--- src/rsc_pkg.sv ---
package rsc_pkg;

  localparam logic [7:0] RSC_REG_ADDR = 8'hEF;

  localparam int unsigned RSC_BIT_UNUSED = 7;
  localparam int unsigned RSC_BIT_FLASH = 6;
  localparam int unsigned RSC_BIT_CMP = 5;
  localparam int unsigned RSC_BIT_SW = 4;
  localparam int unsigned RSC_BIT_WDT = 3;
  localparam int unsigned RSC_BIT_MCD = 2;
  localparam int unsigned RSC_BIT_POR = 1;
  localparam int unsigned RSC_BIT_PIN = 0;

  localparam logic [7:0] RSC_FLAGS_RST = 8'h02;
  localparam logic RSC_CMP_EN_RST = 1'b0;
  localparam logic RSC_MCD_EN_RST = 1'b0;
  localparam logic RSC_VDD_SEL_RST = 1'b1;

  localparam logic [15:0] RSC_FLASH_LIMIT = 16'h1DFF;
  localparam logic [15:0] RSC_BOOT_ADDR = 16'h0000;

  localparam int unsigned RSC_CLK_PERIOD_NS = 8;
  localparam int unsigned RSC_RST_DELAY_NS = 5000;
  localparam int unsigned RSC_RST_DELAY_CYC =
    (RSC_RST_DELAY_NS + RSC_CLK_PERIOD_NS - 1) / RSC_CLK_PERIOD_NS;
  localparam int unsigned RSC_DLY_W = $clog2(RSC_RST_DELAY_CYC + 1);
  localparam int unsigned RSC_MCD_MIN_US = 100;
  localparam int unsigned RSC_MCD_TYP_US = 220;
  localparam int unsigned RSC_MCD_MAX_US = 600;
  localparam int unsigned RSC_MCD_TIMEOUT_CYC =
    RSC_MCD_TYP_US * 1000 / RSC_CLK_PERIOD_NS;
  localparam int unsigned RSC_PIN_LOW_MIN_US = 15;
  localparam int unsigned RSC_VDD_SETTLE_US = 100;

  typedef enum logic [1:0] {
    RSC_RUN,
    RSC_HOLD,
    RSC_DELAY
  } rsc_state_t;

  typedef struct packed {
    rsc_state_t st;
    logic [RSC_DLY_W-1:0] dly;
    logic [7:0] flags;
    logic cmp_en;
    logic mcd_en;
    logic vdd_sel;
    logic core_rst_n;
    logic pin_oe;
    logic [7:0] rdata;
    logic [15:0] boot_addr;
  } rsc_ctrl_t;

endpackage

--- src/rsc_reset_ctrl.sv ---
`timescale 1ns/10ps
`default_nettype none
module rsc_reset_ctrl #(
  parameter int unsigned MCD_TIMEOUT_CYC = rsc_pkg::RSC_MCD_TIMEOUT_CYC
) (
  input wire logic mclk,
  input wire logic rst_n,
  input wire logic ce,
  input wire logic [7:0] sfr_addr,
  input wire logic sfr_wr,
  input wire logic sfr_rd,
  input wire logic [7:0] sfr_wdata,
  output logic [7:0] sfr_rdata,
  input wire logic rst_pin_in,
  output logic rst_pin_out,
  output logic rst_pin_oe,
  input wire logic vdd_mon_en,
  input wire logic vdd_ok,
  input wire logic cmp_out,
  input wire logic wdt_timeout,
  input wire logic flash_req,
  input wire logic [15:0] flash_addr,
  input wire logic flash_denied,
  input wire logic sysclk_in,
  output logic core_rst_n,
  output logic [15:0] core_boot_addr
);
  localparam rsc_pkg::rsc_ctrl_t RST_Q = '{
    st: rsc_pkg::RSC_DELAY,
    dly: '0,
    flags: rsc_pkg::RSC_FLAGS_RST,
    cmp_en: rsc_pkg::RSC_CMP_EN_RST,
    mcd_en: rsc_pkg::RSC_MCD_EN_RST,
    vdd_sel: rsc_pkg::RSC_VDD_SEL_RST,
    core_rst_n: 1'b0,
    pin_oe: 1'b1,
    rdata: 8'h00,
    boot_addr: rsc_pkg::RSC_BOOT_ADDR
  };

  function automatic logic [7:0] flag_mask(input int unsigned pos);
    logic [7:0] m;
    m = 8'h00;
    m[pos[2:0]] = 1'b1;
    return m;
  endfunction

  logic rst_meta_ff;
  logic rst_sync_ff;
  logic rst_sync_n;

  rsc_pkg::rsc_ctrl_t q_ff;
  rsc_pkg::rsc_ctrl_t nxt_q;

  logic hit;
  logic wr_ok;
  logic sw_force;
  logic vdd_low;
  logic pin_low;
  logic cmp_low;
  logic mcd_to;
  logic flash_fault;
  logic any_lvl;
  logic any_src;
  logic [7:0] cause;

  always_ff @(posedge mclk or negedge rst_n)
  begin
    if (!rst_n)
    begin
      rst_meta_ff <= 1'b0;
      rst_sync_ff <= 1'b0;
    end
    else
    begin
      rst_meta_ff <= 1'b1;
      rst_sync_ff <= rst_meta_ff;
    end
  end

  assign rst_sync_n = rst_sync_ff;

  rsc_miss_clk #(
    .TIMEOUT_CYC(MCD_TIMEOUT_CYC)
  ) u_miss_clk (
    .mclk(mclk),
    .rst_n(rst_sync_n),
    .ce(ce),
    .enable(q_ff.mcd_en),
    .sysclk_in(sysclk_in),
    .timeout(mcd_to)
  );

  assign hit = sfr_addr == rsc_pkg::RSC_REG_ADDR;
  // Writes from a core held in reset cannot happen; ignore bus noise then
  assign wr_ok = sfr_wr && hit && q_ff.core_rst_n;
  assign sw_force = wr_ok && sfr_wdata[rsc_pkg::RSC_BIT_SW];
  assign vdd_low = q_ff.vdd_sel && vdd_mon_en && !vdd_ok;
  // Our own pin drive reads back low; it must not look like an external reset
  assign pin_low = !rst_pin_in && !q_ff.pin_oe;
  assign cmp_low = q_ff.cmp_en && !cmp_out;
  assign flash_fault = flash_req
    && (flash_addr > rsc_pkg::RSC_FLASH_LIMIT || flash_denied);
  assign any_lvl = vdd_low || pin_low || cmp_low;
  assign any_src = any_lvl || mcd_to || wdt_timeout || flash_fault || sw_force;

  always_comb
  begin
    // Supply loss keeps other flags, which then carry no meaning
    if (vdd_low)
      cause = q_ff.flags | flag_mask(rsc_pkg::RSC_BIT_POR);
    else if (pin_low)
      cause = flag_mask(rsc_pkg::RSC_BIT_PIN);
    else if (cmp_low)
      cause = flag_mask(rsc_pkg::RSC_BIT_CMP);
    else if (mcd_to)
      cause = flag_mask(rsc_pkg::RSC_BIT_MCD);
    else if (wdt_timeout)
      cause = flag_mask(rsc_pkg::RSC_BIT_WDT);
    else if (flash_fault)
      cause = flag_mask(rsc_pkg::RSC_BIT_FLASH);
    else
      cause = flag_mask(rsc_pkg::RSC_BIT_SW);
  end

  always_comb
  begin
    nxt_q = q_ff;
    nxt_q.pin_oe = 1'b0;
    nxt_q.boot_addr = rsc_pkg::RSC_BOOT_ADDR;
    nxt_q.rdata = (sfr_rd && hit) ? q_ff.flags : 8'h00;
    if (wr_ok)
    begin
      nxt_q.cmp_en = sfr_wdata[rsc_pkg::RSC_BIT_CMP];
      nxt_q.mcd_en = sfr_wdata[rsc_pkg::RSC_BIT_MCD];
      nxt_q.vdd_sel = sfr_wdata[rsc_pkg::RSC_BIT_POR];
    end
    unique case (q_ff.st)
      rsc_pkg::RSC_HOLD:
      begin
        nxt_q.pin_oe = vdd_low;
        if (!any_lvl)
        begin
          nxt_q.st = rsc_pkg::RSC_DELAY;
          nxt_q.dly = '0;
        end
      end
      rsc_pkg::RSC_RUN,
      rsc_pkg::RSC_DELAY:
      begin
        if (q_ff.st == rsc_pkg::RSC_DELAY)
        begin
          if (q_ff.dly == rsc_pkg::RSC_DLY_W'(rsc_pkg::RSC_RST_DELAY_CYC - 1))
          begin
            nxt_q.st = rsc_pkg::RSC_RUN;
            nxt_q.core_rst_n = 1'b1;
          end
          else
          begin
            nxt_q.dly = q_ff.dly + 1'b1;
          end
        end
        // A new source during the release delay starts the sequence again
        if (any_src)
        begin
          nxt_q.st = rsc_pkg::RSC_HOLD;
          nxt_q.core_rst_n = 1'b0;
          nxt_q.pin_oe = vdd_low;
          nxt_q.flags = cause;
        end
      end
    endcase
    nxt_q.flags[rsc_pkg::RSC_BIT_UNUSED] = 1'b0;
  end

  always_ff @(posedge mclk or negedge rst_sync_n)
  begin
    if (!rst_sync_n)
      q_ff <= RST_Q;
    else if (ce)
      q_ff <= nxt_q;
  end

  assign sfr_rdata = q_ff.rdata;
  assign rst_pin_out = 1'b0;
  assign rst_pin_oe = q_ff.pin_oe;
  assign core_rst_n = q_ff.core_rst_n;
  assign core_boot_addr = q_ff.boot_addr;

  // Counts release-delay cycles for the delay check
  logic [rsc_pkg::RSC_DLY_W:0] gap_cnt_ff;

  always_ff @(posedge mclk or negedge rst_sync_n)
  begin
    if (!rst_sync_n)
      gap_cnt_ff <= '0;
    else if (ce)
      gap_cnt_ff <= (q_ff.st == rsc_pkg::RSC_DELAY) ? gap_cnt_ff + 1'b1 : '0;
  end
endmodule
`default_nettype wire

--- src/rsc_miss_clk.sv ---
`timescale 1ns/10ps
`default_nettype none
module rsc_miss_clk #(
  parameter int unsigned TIMEOUT_CYC = rsc_pkg::RSC_MCD_TIMEOUT_CYC
) (
  input wire logic mclk,
  input wire logic rst_n,
  input wire logic ce,
  input wire logic enable,
  input wire logic sysclk_in,
  output logic timeout
);
  localparam int unsigned CW = $clog2(TIMEOUT_CYC + 1);

  typedef struct packed {
    logic prev;
    logic [CW-1:0] cnt;
    logic timeout;
  } rsc_mcd_t;

  rsc_mcd_t q_ff;
  rsc_mcd_t nxt_q;
  logic rise;

  assign rise = sysclk_in && !q_ff.prev;
  assign timeout = q_ff.timeout;

  always_comb
  begin
    nxt_q = q_ff;
    nxt_q.prev = sysclk_in;
    nxt_q.timeout = 1'b0;
    // Stuck high and stuck low both show as no rising edge
    if (!enable || rise)
    begin
      nxt_q.cnt = '0;
    end
    else if (q_ff.cnt == CW'(TIMEOUT_CYC - 1))
    begin
      nxt_q.cnt = '0;
      nxt_q.timeout = 1'b1;
    end
    else
    begin
      nxt_q.cnt = q_ff.cnt + 1'b1;
    end
  end

  always_ff @(posedge mclk or negedge rst_n)
  begin
    if (!rst_n)
      q_ff <= '0;
    else if (ce)
      q_ff <= nxt_q;
  end
endmodule
`default_nettype wire

--- config.mk ---
export PLATFORM = sky130hd
export DESIGN_NAME = rsc_reset_ctrl
export DESIGN_NICKNAME = d
export VERILOG_FILES = /design/src/rsc_pkg.sv /design/src/rsc_reset_ctrl.sv /design/src/rsc_miss_clk.sv
export SDC_FILE = /design/constraint.sdc
export NUM_CORES = 1
export LEC_CHECK = 0
export ABC_AREA = 1
export BUFFER_PORTS_ARGS = -buffer_cell sky130_fd_sc_hd__clkbuf_2
export CORE_MARGIN = 1
export CORE_UTILIZATION = 33
export DETAILED_ROUTE_END_ITERATION = 12
export GPL_TIMING_DRIVEN = 0
export HOLD_SLACK_MARGIN = 0.03
export SLEW_MARGIN = 5
export SYNTH_ARGS = -nofsm -noshare
export SYNTH_HDL_FRONTEND = slang
export SYNTH_SLANG_ARGS = --single-unit
--- constraint.sdc ---
create_clock -name mclk -period 2.4 [get_ports mclk]
set_clock_uncertainty 0.05 [all_clocks]
set_input_delay 0.6 -clock mclk [delete_from_list [all_inputs] [get_ports mclk]]
set_output_delay 0.6 -clock mclk [all_outputs]
set_load 0.01 [all_outputs]
### Word level (Yosys, flattened, before mapping)

Index checks and enable logic that the tools add are counted.

| word-level totals | value |
|---|---|
| bits in registers | 51 |
| word-level logic and storage cells | 84 |
| output and inout bits | 27 |
| input bits | 45 |

| operators by class | value |
|---|---|
| reduce and logical (&&, ||, !) cells | 34 |
| add/sub/neg operators | 2 |
| magnitude comparators | 1 |
| equal/unequal tests | 10 |
| muxes and demuxes | 21 |
| bitwise logic cells | 1 |

Operators by type and width:

| operator | count |
|---|---|
| two-way mux 7 bit | 6 |
| two-way mux 15 bit | 2 |
| two-way mux 12 bit | 2 |
| one-hot mux 12 bit (2 select lines) | 1 |
| > comparator 16 x 13 -> 1 bit, second input constant | 1 |
| AND reduction 4 bit | 4 |
| adder 15 x 1 -> 15 bit, second input constant | 1 |
| equality test 15 bit, second input constant | 1 |
| adder 10 x 1 -> 10 bit, second input constant | 1 |
| equality test 10 bit, second input constant | 1 |
| logical AND 1 bit | 10 |
| two-way mux 10 bit | 1 |
| equality test 8 bit, second input constant | 1 |
| logical OR 1 bit | 8 |
| two-way mux 2 bit | 4 |
| logical NOT 1 bit | 6 |
| inequality test 2 bit, second input constant | 3 |
| inequality test 3 bit, second input constant | 2 |
| two-way mux 1 bit | 4 |
| nonzero test 2 bit | 2 |
| AND reduction 3 bit | 1 |
| equality test 2 x 1 -> 1 bit, second input constant | 1 |
| equality test 2 bit, second input constant | 1 |
| logical NOT 2 bit | 1 |
| 4 further kinds | 4 |

### Longest topological paths before layout

Gate-level depths: netlist of the first run.

| depth | value |
|---|---|
| word-level depth | 10 |
| gate-level depth with buffers | 11 |
| depth with buffers taken out | 11 |

### Cells and area by module

From an unflattened synthesis of the first run, not the netlist that was laid out.

| second synthesis, totals | value |
|---|---|
| cells, all modules | 395 |
| area, all modules | 2992.9 sq um |

Modules (own cells, without submodules):

| module | sequential area each (sq um) | area an instance (sq um) | times used | cells an instance |
|---|---|---|---|---|
| rsc_reset_ctrl | 830.8 | 1941.9 | 1 | 257 |
| rsc_miss_clk | 425.4 | 1051.0 | 1 | 138 |

### Worst setup path after synthesis of the first run

OpenSTA, ideal clock, no wires.

| timing | value |
|---|---|
| kind | input -> register |
| start point | input sfr_addr[4] |
| end point | register q_ff[33] (netlist bit) |
| path slack | 0.835 ns |
| path buffers | 0 |
| arrival | 1.397 ns |
| stages | 8 |
| setup time | 0.118 ns |
| required time | 2.232 ns |
| cell sequence | inv_1 -> nand2_1 -> nor2_1 -> nand4_1 -> nand3_1 -> nand3_2 -> nand2_1 -> nand2_1 |

| between the ends | value |
|---|---|
| longest elaborated chain between the ends | 6 |

Ends and longest elaborated chain:

| element | line | source |
|---|---|---|
| start: declaration | rsc_reset_ctrl.sv:9 | `input wire logic [7:0] sfr_addr,` |
| equality test 8 bit | rsc_reset_ctrl.sv:94 | `assign hit = sfr_addr == rsc_pkg::RSC_REG_ADDR;` |
| logical AND 1 bit (2 in a row) | rsc_reset_ctrl.sv:96 | `assign wr_ok = sfr_wr && hit && q_ff.core_rst_n;` |
| logical AND 1 bit | rsc_reset_ctrl.sv:97 | `assign sw_force = wr_ok && sfr_wdata[rsc_pkg::RSC_BIT_SW];` |
| logical OR 1 bit | rsc_reset_ctrl.sv:105 | `assign any_src = any_lvl \|\| mcd_to \|\| wdt_timeout \|\| flash_fault \|\| sw_force;` |
| AND reduction 4 bit (no line) | n/a |  |
| end signal: assignment | rsc_reset_ctrl.sv:181 | `q_ff <= nxt_q;` |
| end: declaration | rsc_reset_ctrl.sv:52 | `rsc_pkg::rsc_ctrl_t q_ff;` |

Every way passes these cells.
A chain may end at the register's enable or synchronous reset.

### Final worst setup path of the first run

| timing | value |
|---|---|
| start point | register u_miss_clk.q_ff[2] (netlist bit) |
| end point | register u_miss_clk.q_ff[11] (netlist bit) |

| between the ends | value |
|---|---|
| longest elaborated chain between the ends | 3 |
| elaborated cells between the ends (all ways) | 4 |
| those cells by class | 1 x add/sub; 1 x eq/ne; 2 x mux |

Ends and longest elaborated chain:

| element | line | source |
|---|---|---|
| start: declaration | rsc_miss_clk.sv:21 | `rsc_mcd_t q_ff;` |
| start signal: assignment | rsc_miss_clk.sv:54 | `q_ff <= nxt_q;` |
| adder 15 x 1 -> 15 bit / equality test 15 bit (equally long branches) | rsc_miss_clk.sv:45, rsc_miss_clk.sv:38 |  |
| two-way mux 15 bit * | rsc_miss_clk.sv:38 | `else if (q_ff.cnt == CW'(TIMEOUT_CYC - 1))` |
| two-way mux 15 bit * | rsc_miss_clk.sv:34 | `if (!enable \|\| rise)` |

Mark *: on every way between the ends. The rest lies on a longest branch, timed or not.

==> metrics.md, run 1 <==
| Metric | Value |
|---|---|
| Asr flop ratio synth | 1.000 |
| Synth Register Bits | 50 |
| PD cells | 523.7 mW/mm^2 |
| Area Growth Syn to Fin | 17.85% |
| Clock root cell | clkbuf_8 |
| FF-to-FF path depth | 8 |
| Fin nets | 493 |
| Cell taking the most area after synthesis | dfrtp_1 |
| Die Width | 95.77 um |
| # fillers | 880 |
| Iter 0 DRT Violations | 140 |
| Critical Path Source Type | flip-flop |
| CTS clk-pin slew, worst paths | 0.08 ns |
| Post-synth top area share | 0.3967 |
| Fmax | 596.6 MHz |
| Initial Utilization | 0.3462 |
| Post-synthesis sequential area ratio | 0.4329 |
| MaxCap Viol Count | 0 |
| CP Data Required Time | 2.53 ns |
| RSZ-0062 raised after global routing | false |
| Yosys warnings | 0 |
| Final-report setup violation count | 0 |
| Drt wl/cell | 10.36 um |
| Instance area at placement | 0.003318 sq mm |
| Drt via density | 4.443 |
| Share of layout cells above drive strength 1 | 0.2287 |
| Site Rows | 33 |
| Number of global-route vias before repair | 2348 |
| Largest cells by area after synthesis | dfrtp_1 40%, nand2_1 14%, buf_4 6.7% |
| Largest fanout on the critical path | 8 |
| Mapped Cells | 379 |
| Routability cong. | 0.8703 |
| Input/output buffers | 40 |
| First-pass GRT wire length | 10300 um |
| Antenna violation net count after detailed routing | 0 |
| Routed via count | 2448 |
| Final setup margin | 0.7239 ns |
| Initial antenna violation count | 0 |
| Status | completed |
| Post-synth top flop | dfrtp_1 |
| N_diodes | 0 |
| Global Route Usage Sum | 0.1451 |
| Worst Setup End Kind | flip-flop |
| Static leakage power | 1.733 nW |
| Post-CTS Setup Inserts | 0 |
| Post-route cell area | 0.003420 sq mm |
| Final core area utilization | 0.4080 |
| Tmin final | 1.676 ns |
| Sink Count | 50 |
| Pre-CTS setup slack | 0.4876 ns |
| CTS tree | done |
| Final WL | 5711 um |
| Final hold vios | 0 |
| Die span in y | 95.77 um |
| Clk Latency, worst-skew pair | 0.30 ns |
| Post-Syn Area | 0.002902 sq mm |
| Drt pass-1 iters | 4 |
| Boundary Pins | 72 |
| DR DRC count | 0 |
| Final worst-path cycle share | 0.6984 |
| Core area | 0.008382 sq mm |
| Largest net degree at the start of global routing | 40 |
| Detailed placer's ending HPWL | 4448 um |
| Worst Hold Class | reg2async |
| Synth cell count leaders | 106 x nand2_1, 46 x dfrtp_1, 42 x inv_1 |
| Setup Crit Path Kind | reg2reg |
| Worst IR drop on VDD | 0.3375 mV |
| Syn avg cell area | 7.656 sq um |
| Hold slack | 0.08542 ns |
| Clock buffer depth | 2 |
| Die area | 0.009172 sq mm |
| Count leader, synth | nand2_1 |
| CP arrival | 1.80 ns |
| Number of synthesized flops with an enable pin | 0 |
| CTS Buf Count | 5 |
| Htree depth | 2 |
| Cell variety after synth | 30 |
| Final Max Tran Viols | 0 |
| Grt total ovfl | 0 |
| TNS Setup | 0 ns |
-- area by class of cell --
type	count	area (sq um)	share of cell area
inverter	44	165.2	0.04830
sequential	50	1257	0.3677
clock inverter	1	5.005	0.001464
clock buffer	7	86.33	0.02525
buffer	30	226.5	0.06623
timing repair buffer	42	230.2	0.06733
tap	105	131.4	0.03842
multi-input combinational	272	1318	0.3853
-- layer usage --
layer	vias to the layer above	track usage	wire, um
met5	-	0	0
met4	0	0.05970	100
met3	9	0.02686	173
met2	34	0.2435	2704
met1	1115	0.1837	2733
li1	1290	-	-
-- critical path: stages, from the launching register on --
cell and delay [ns]:
dfrtp_1 0.38, ha_1 0.20, nand4_1 0.11, nor2_1 0.09, nand3_1 0.15, nand2_1 0.09
nand2_1 0.11, inv_1 0.27, nor2_1 0.10
-- cells in the final DEF, fill, tap and decap left out, types with 5 or more instances in the layout --
cell / Yosys / final
clkbuf_2: 0 / 40
xor2_1: 10 / 10
nand4_1: 20 / 20
o21ai_2: 5 / 5
buf_4: 26 / 26
clkbuf_8: 0 / 6
nor3_1: 8 / 8
nor2_1: 40 / 40
nand2_1: 106 / 106
inv_1: 42 / 42
conb_1: 2 / 19
o21ai_0: 18 / 18
nand3_1: 21 / 21
dfrtp_1: 46 / 45
-- report_power, final --
part	leakage (nW)	internal, mW	switching, mW
combinational	1.01	0.139	0.215
sequential	0.670	0.893	0.0415
clock	0.0482	0.233	0.269
total	1.73	1.27	0.525
-- cells by family (layout without fill, tap and decap cells) --
group,count (synthesis),in the layout,share of synthesized area
multiplexers,3,3,0.01164
AO/OA/AOI/OAI,28,28,0.05692
buffers and inverters,74,124,0.1350
AND/OR/NAND/NOR,208,208,0.3148
XOR/XNOR,11,11,0.03320
adder cells (fa/ha/maj),3,3,0.01294
other,2,19,0.002588
flip-flops,50,50,0.4329
-- worst paths after layout --
check / startpoint / end / slack [ns]
worst max-delay path: u_miss_clk.q_ff[2] / u_miss_clk.q_ff[11] / 0.72
worst min-delay path: rst_sync_ff / u_miss_clk.q_ff[15] / 0.09
worst max register to register: u_miss_clk.q_ff[2] / u_miss_clk.q_ff[11] / 0.72
worst min register to register: rst_sync_ff / u_miss_clk.q_ff[15] / 0.09
max in group asynchronous: rst_n / rst_sync_ff / 1.64
min in group mclk: rst_meta_ff / rst_sync_ff / 0.30
-- repair_timing --
action	4_1_cts	5_1_grt
hold buffers	1	0
setup endpoints to repair	0	0
endpoints found under the hold margin	2	0
gates resized for setup	0	0
-- registers in the layout, indices dropped and copies added (netlist names) --
| name | flops |
|---|---|
| u_miss_clk.q_ff | 16 |
| sfr_rdata | 7 |
| rst_sync_ff | 1 |
| u_miss_clk.timeout | 1 |
| q_ff | 22 |
| rst_pin_oe | 1 |
| rst_meta_ff | 1 |
| core_rst_n | 1 |
-- metrics by stage --
step                      power [mW]  instances
after global routing           1.916        551
after detailed placement       1.306        542
after global placement         1.296        541
after floorplan                1.214        396
final                          1.791        551
after CTS                      1.831        551
(Power assumes the default switching activity.)
==> run 2, diff against run 1 <==
==> constraint.sdc (replaced) <==
create_clock -name mclk -period 1.42 [get_ports mclk]
set_clock_uncertainty 0.05 [all_clocks]
set_input_delay 0.355 -clock mclk [delete_from_list [all_inputs] [get_ports mclk]]
set_output_delay 0.355 -clock mclk [all_outputs]
set_load 0.01 [all_outputs]
==> run 2 against run 1 <==
  * The run now ends with setup timing left
  * Combinational power is 120% higher
  * Sequential cell count stayed put
  * Count of clock-buffer cells in the layout did not move
  * First-iteration DRC count decreased by 23%
  * Routed wire length rose by 13%
  * Largest cell class unchanged
  * Non-clock buffer count up 19
==> metrics.md, run 2 (same netlist as run 1, synthesis figures left out) <==
| Metric | Value |
|---|---|
| Status | complete, but fails checks |
| Failing checks | setup timing |
| Slowest cell delay on critical path | 0.59 ns |
| CP Cell Sequence | inv_2 -> nand2_1 -> nand4_1 -> nor2_2 -> nand3_4 -> nand2_2 -> o21ai_0 |
| Pint | 2.394 mW |
| Most common cell after layout, fill and taps aside | nand2_1 |
| Core area | 0.008382 sq mm |
| Grt total ovfl | 0 |
| Worst IR drop on VDD | 0.5729 mV |
| Initial antenna violation count | 0 |
| Htree depth | 2 |
| Final-report setup violation count | 26 |
| TNS Setup | -1.287 ns |
| Routed via count | 2591 |
| Clock root cell | clkbuf_8 |
| Clock buffer depth | 2 |
| Switch Pwr | 0.9816 mW |
| Antenna violation net count after detailed routing | 0 |
| CP Data Required Time | 1.54 ns |
| Instance area at placement | 0.003301 sq mm |
| Critical Path Source Type | flip-flop |
| Routability cong. | 0.8711 |
| N_diodes | 0 |
| Commonest non-fill, non-tap cells in the layout | 91 x nand2_1, 44 x dfrtp_1, 42 x buf_4 |
| Final Max Tran Viols | 0 |
| MaxCap Viol Count | 0 |
| CTS Buf Count | 5 |
| Largest net degree at the start of global routing | 49 |
| Fin nets | 512 |
| Switching fraction of total power | 0.2908 |
| Final hold vios | 0 |
| PD cells | 868.8 mW/mm^2 |
| CTS tree | done |
| DR DRC count | 0 |
| Worst Setup End Kind | flip-flop |
| Fmax | 658.0 MHz |
| Initial Utilization | 0.3462 |
| Global Route Usage Sum | 0.1484 |
| Worst Hold Class | in2reg |
| Largest fanout on the critical path | 7 |
| Boundary Pins | 72 |
| Largest register FFs | 22 |
| # fillers | 819 |
| First-pass GRT wire length | 10740 um |
| Setup Crit Path Kind | reg2reg |
| Site Rows | 33 |
| Slew headroom | 0.5775 |
| Clock power frac | 0.293 |
| Hold slack | 0.2350 ns |
| Die area | 0.009172 sq mm |
| Pwr Total | 3.375 mW |
| Iter 0 DRT Violations | 108 |
| Final worst-path cycle share | 1.070 |
| Slowest cell on crit path | dfstp_2 |
| Static leakage power | 1.871 nW |
| Register with the most flip-flops | q_ff |
| RSZ-0062 raised after global routing | true |
| Detailed placer's ending HPWL | 4448 um |
| CTS clk-pin slew, worst paths | 0.09 ns |
| Tmin final | 1.520 ns |
| Drt pass-1 iters | 4 |
| Area Growth Syn to Fin | 33.89% |
| Reg power frac | 0.475 |
| Die Width | 95.77 um |
| Final WL | 6440 um |
| Number of global-route vias before repair | 2445 |
| Final setup margin | -0.09964 ns |
| Share of layout cells above drive strength 1 | 0.3742 |
| Drt via density | 4.546 |
| CP arrival | 1.64 ns |
| Post-route cell area | 0.003885 sq mm |
| Input/output buffers | 40 |
| Drt wl/cell | 11.30 um |
| Clk Latency, worst-skew pair | 0.30 ns |
| Actual slew at the worst max-slew pin | 0.6338 ns |
| Comb power frac | 0.233 |
| Die span in y | 95.77 um |
| Sink Count | 50 |
run 2: final timing paths:
check	from	to	slack [ns]	cells past startpoint
worst min-delay path	sfr_wdata[5]	q_ff[28]	0.24	2
min in group asynchronous	rst_sync_ff	u_miss_clk.q_ff[16]	0.29	0
worst max-delay path	rst_pin_oe	q_ff[47]	-0.1	7
worst min register to register	rst_sync_ff	u_miss_clk.q_ff[16]	0.29	0
max in group asynchronous	rst_sync_ff	u_miss_clk.q_ff[3]	0.54	0
worst max register to register	rst_pin_oe	q_ff[47]	-0.1	7
run 2: what timing repair did:
item,CTS,global route
setup buffers,15,7
hold endpoints to repair,2,0
gates resized for setup,36,49
hold buffers,1,0
endpoints found under the setup margin,30,32
pin swaps,11,15
run 2: worst max-delay path: cells and delay by family (launching register included):
kind | cells | cell delay, ns
buf+inv | 1 | 0.03
simple gates | 5 | 0.62
flops | 1 | 0.59
compound gates | 1 | 0.08
run 2: per-layer routing:
| layer | track usage | share of wire | vias to the layer above |
|---|---|---|---|
| met5 | 0 | 0 | - |
| li1 | - | - | 1333 |
| met3 | 0.02923 | 0.032 | 9 |
| met1 | 0.1839 | 0.44 | 1204 |
| met4 | 0.03980 | 0.010 | 0 |
| met2 | 0.2625 | 0.52 | 45 |
run 2: stage by stage:
step,util,cells,worst slack (ns)
after global placement,0.3938,541,-0.2369
after floorplan,-,396,-0.06117
final,0.4635,570,-0.09964
after detailed placement,0.3938,541,-0.2720
after global routing,0.4635,570,-0.1924
after CTS,0.4375,565,-0.07910
run 2: final cells by class:
| type | count | area, sq um | area share |
|---|---|---|---|
| inverters | 44 | 172.7 | 0.04444 |
| repair buffers | 61 | 384.1 | 0.09887 |
| multi-input cells | 272 | 1603 | 0.4126 |
| well taps | 105 | 131.4 | 0.03382 |
| plain buffers | 30 | 226.5 | 0.05829 |
| clock inverters | 1 | 30.03 | 0.007729 |
| flip-flops and latches | 50 | 1261 | 0.3246 |
| clock buffers | 7 | 76.32 | 0.01965 |
run 2: power groups by stage:
stage,clock [mW],sequential [mW],combinational [mW]
CTS,1.02,1.59,0.773
detailed placement,0,1.63,0.578
floorplan,0,1.61,0.446
global route,1.07,1.62,0.889
finish,0.987,1.60,0.786
global placement,0,1.63,0.563
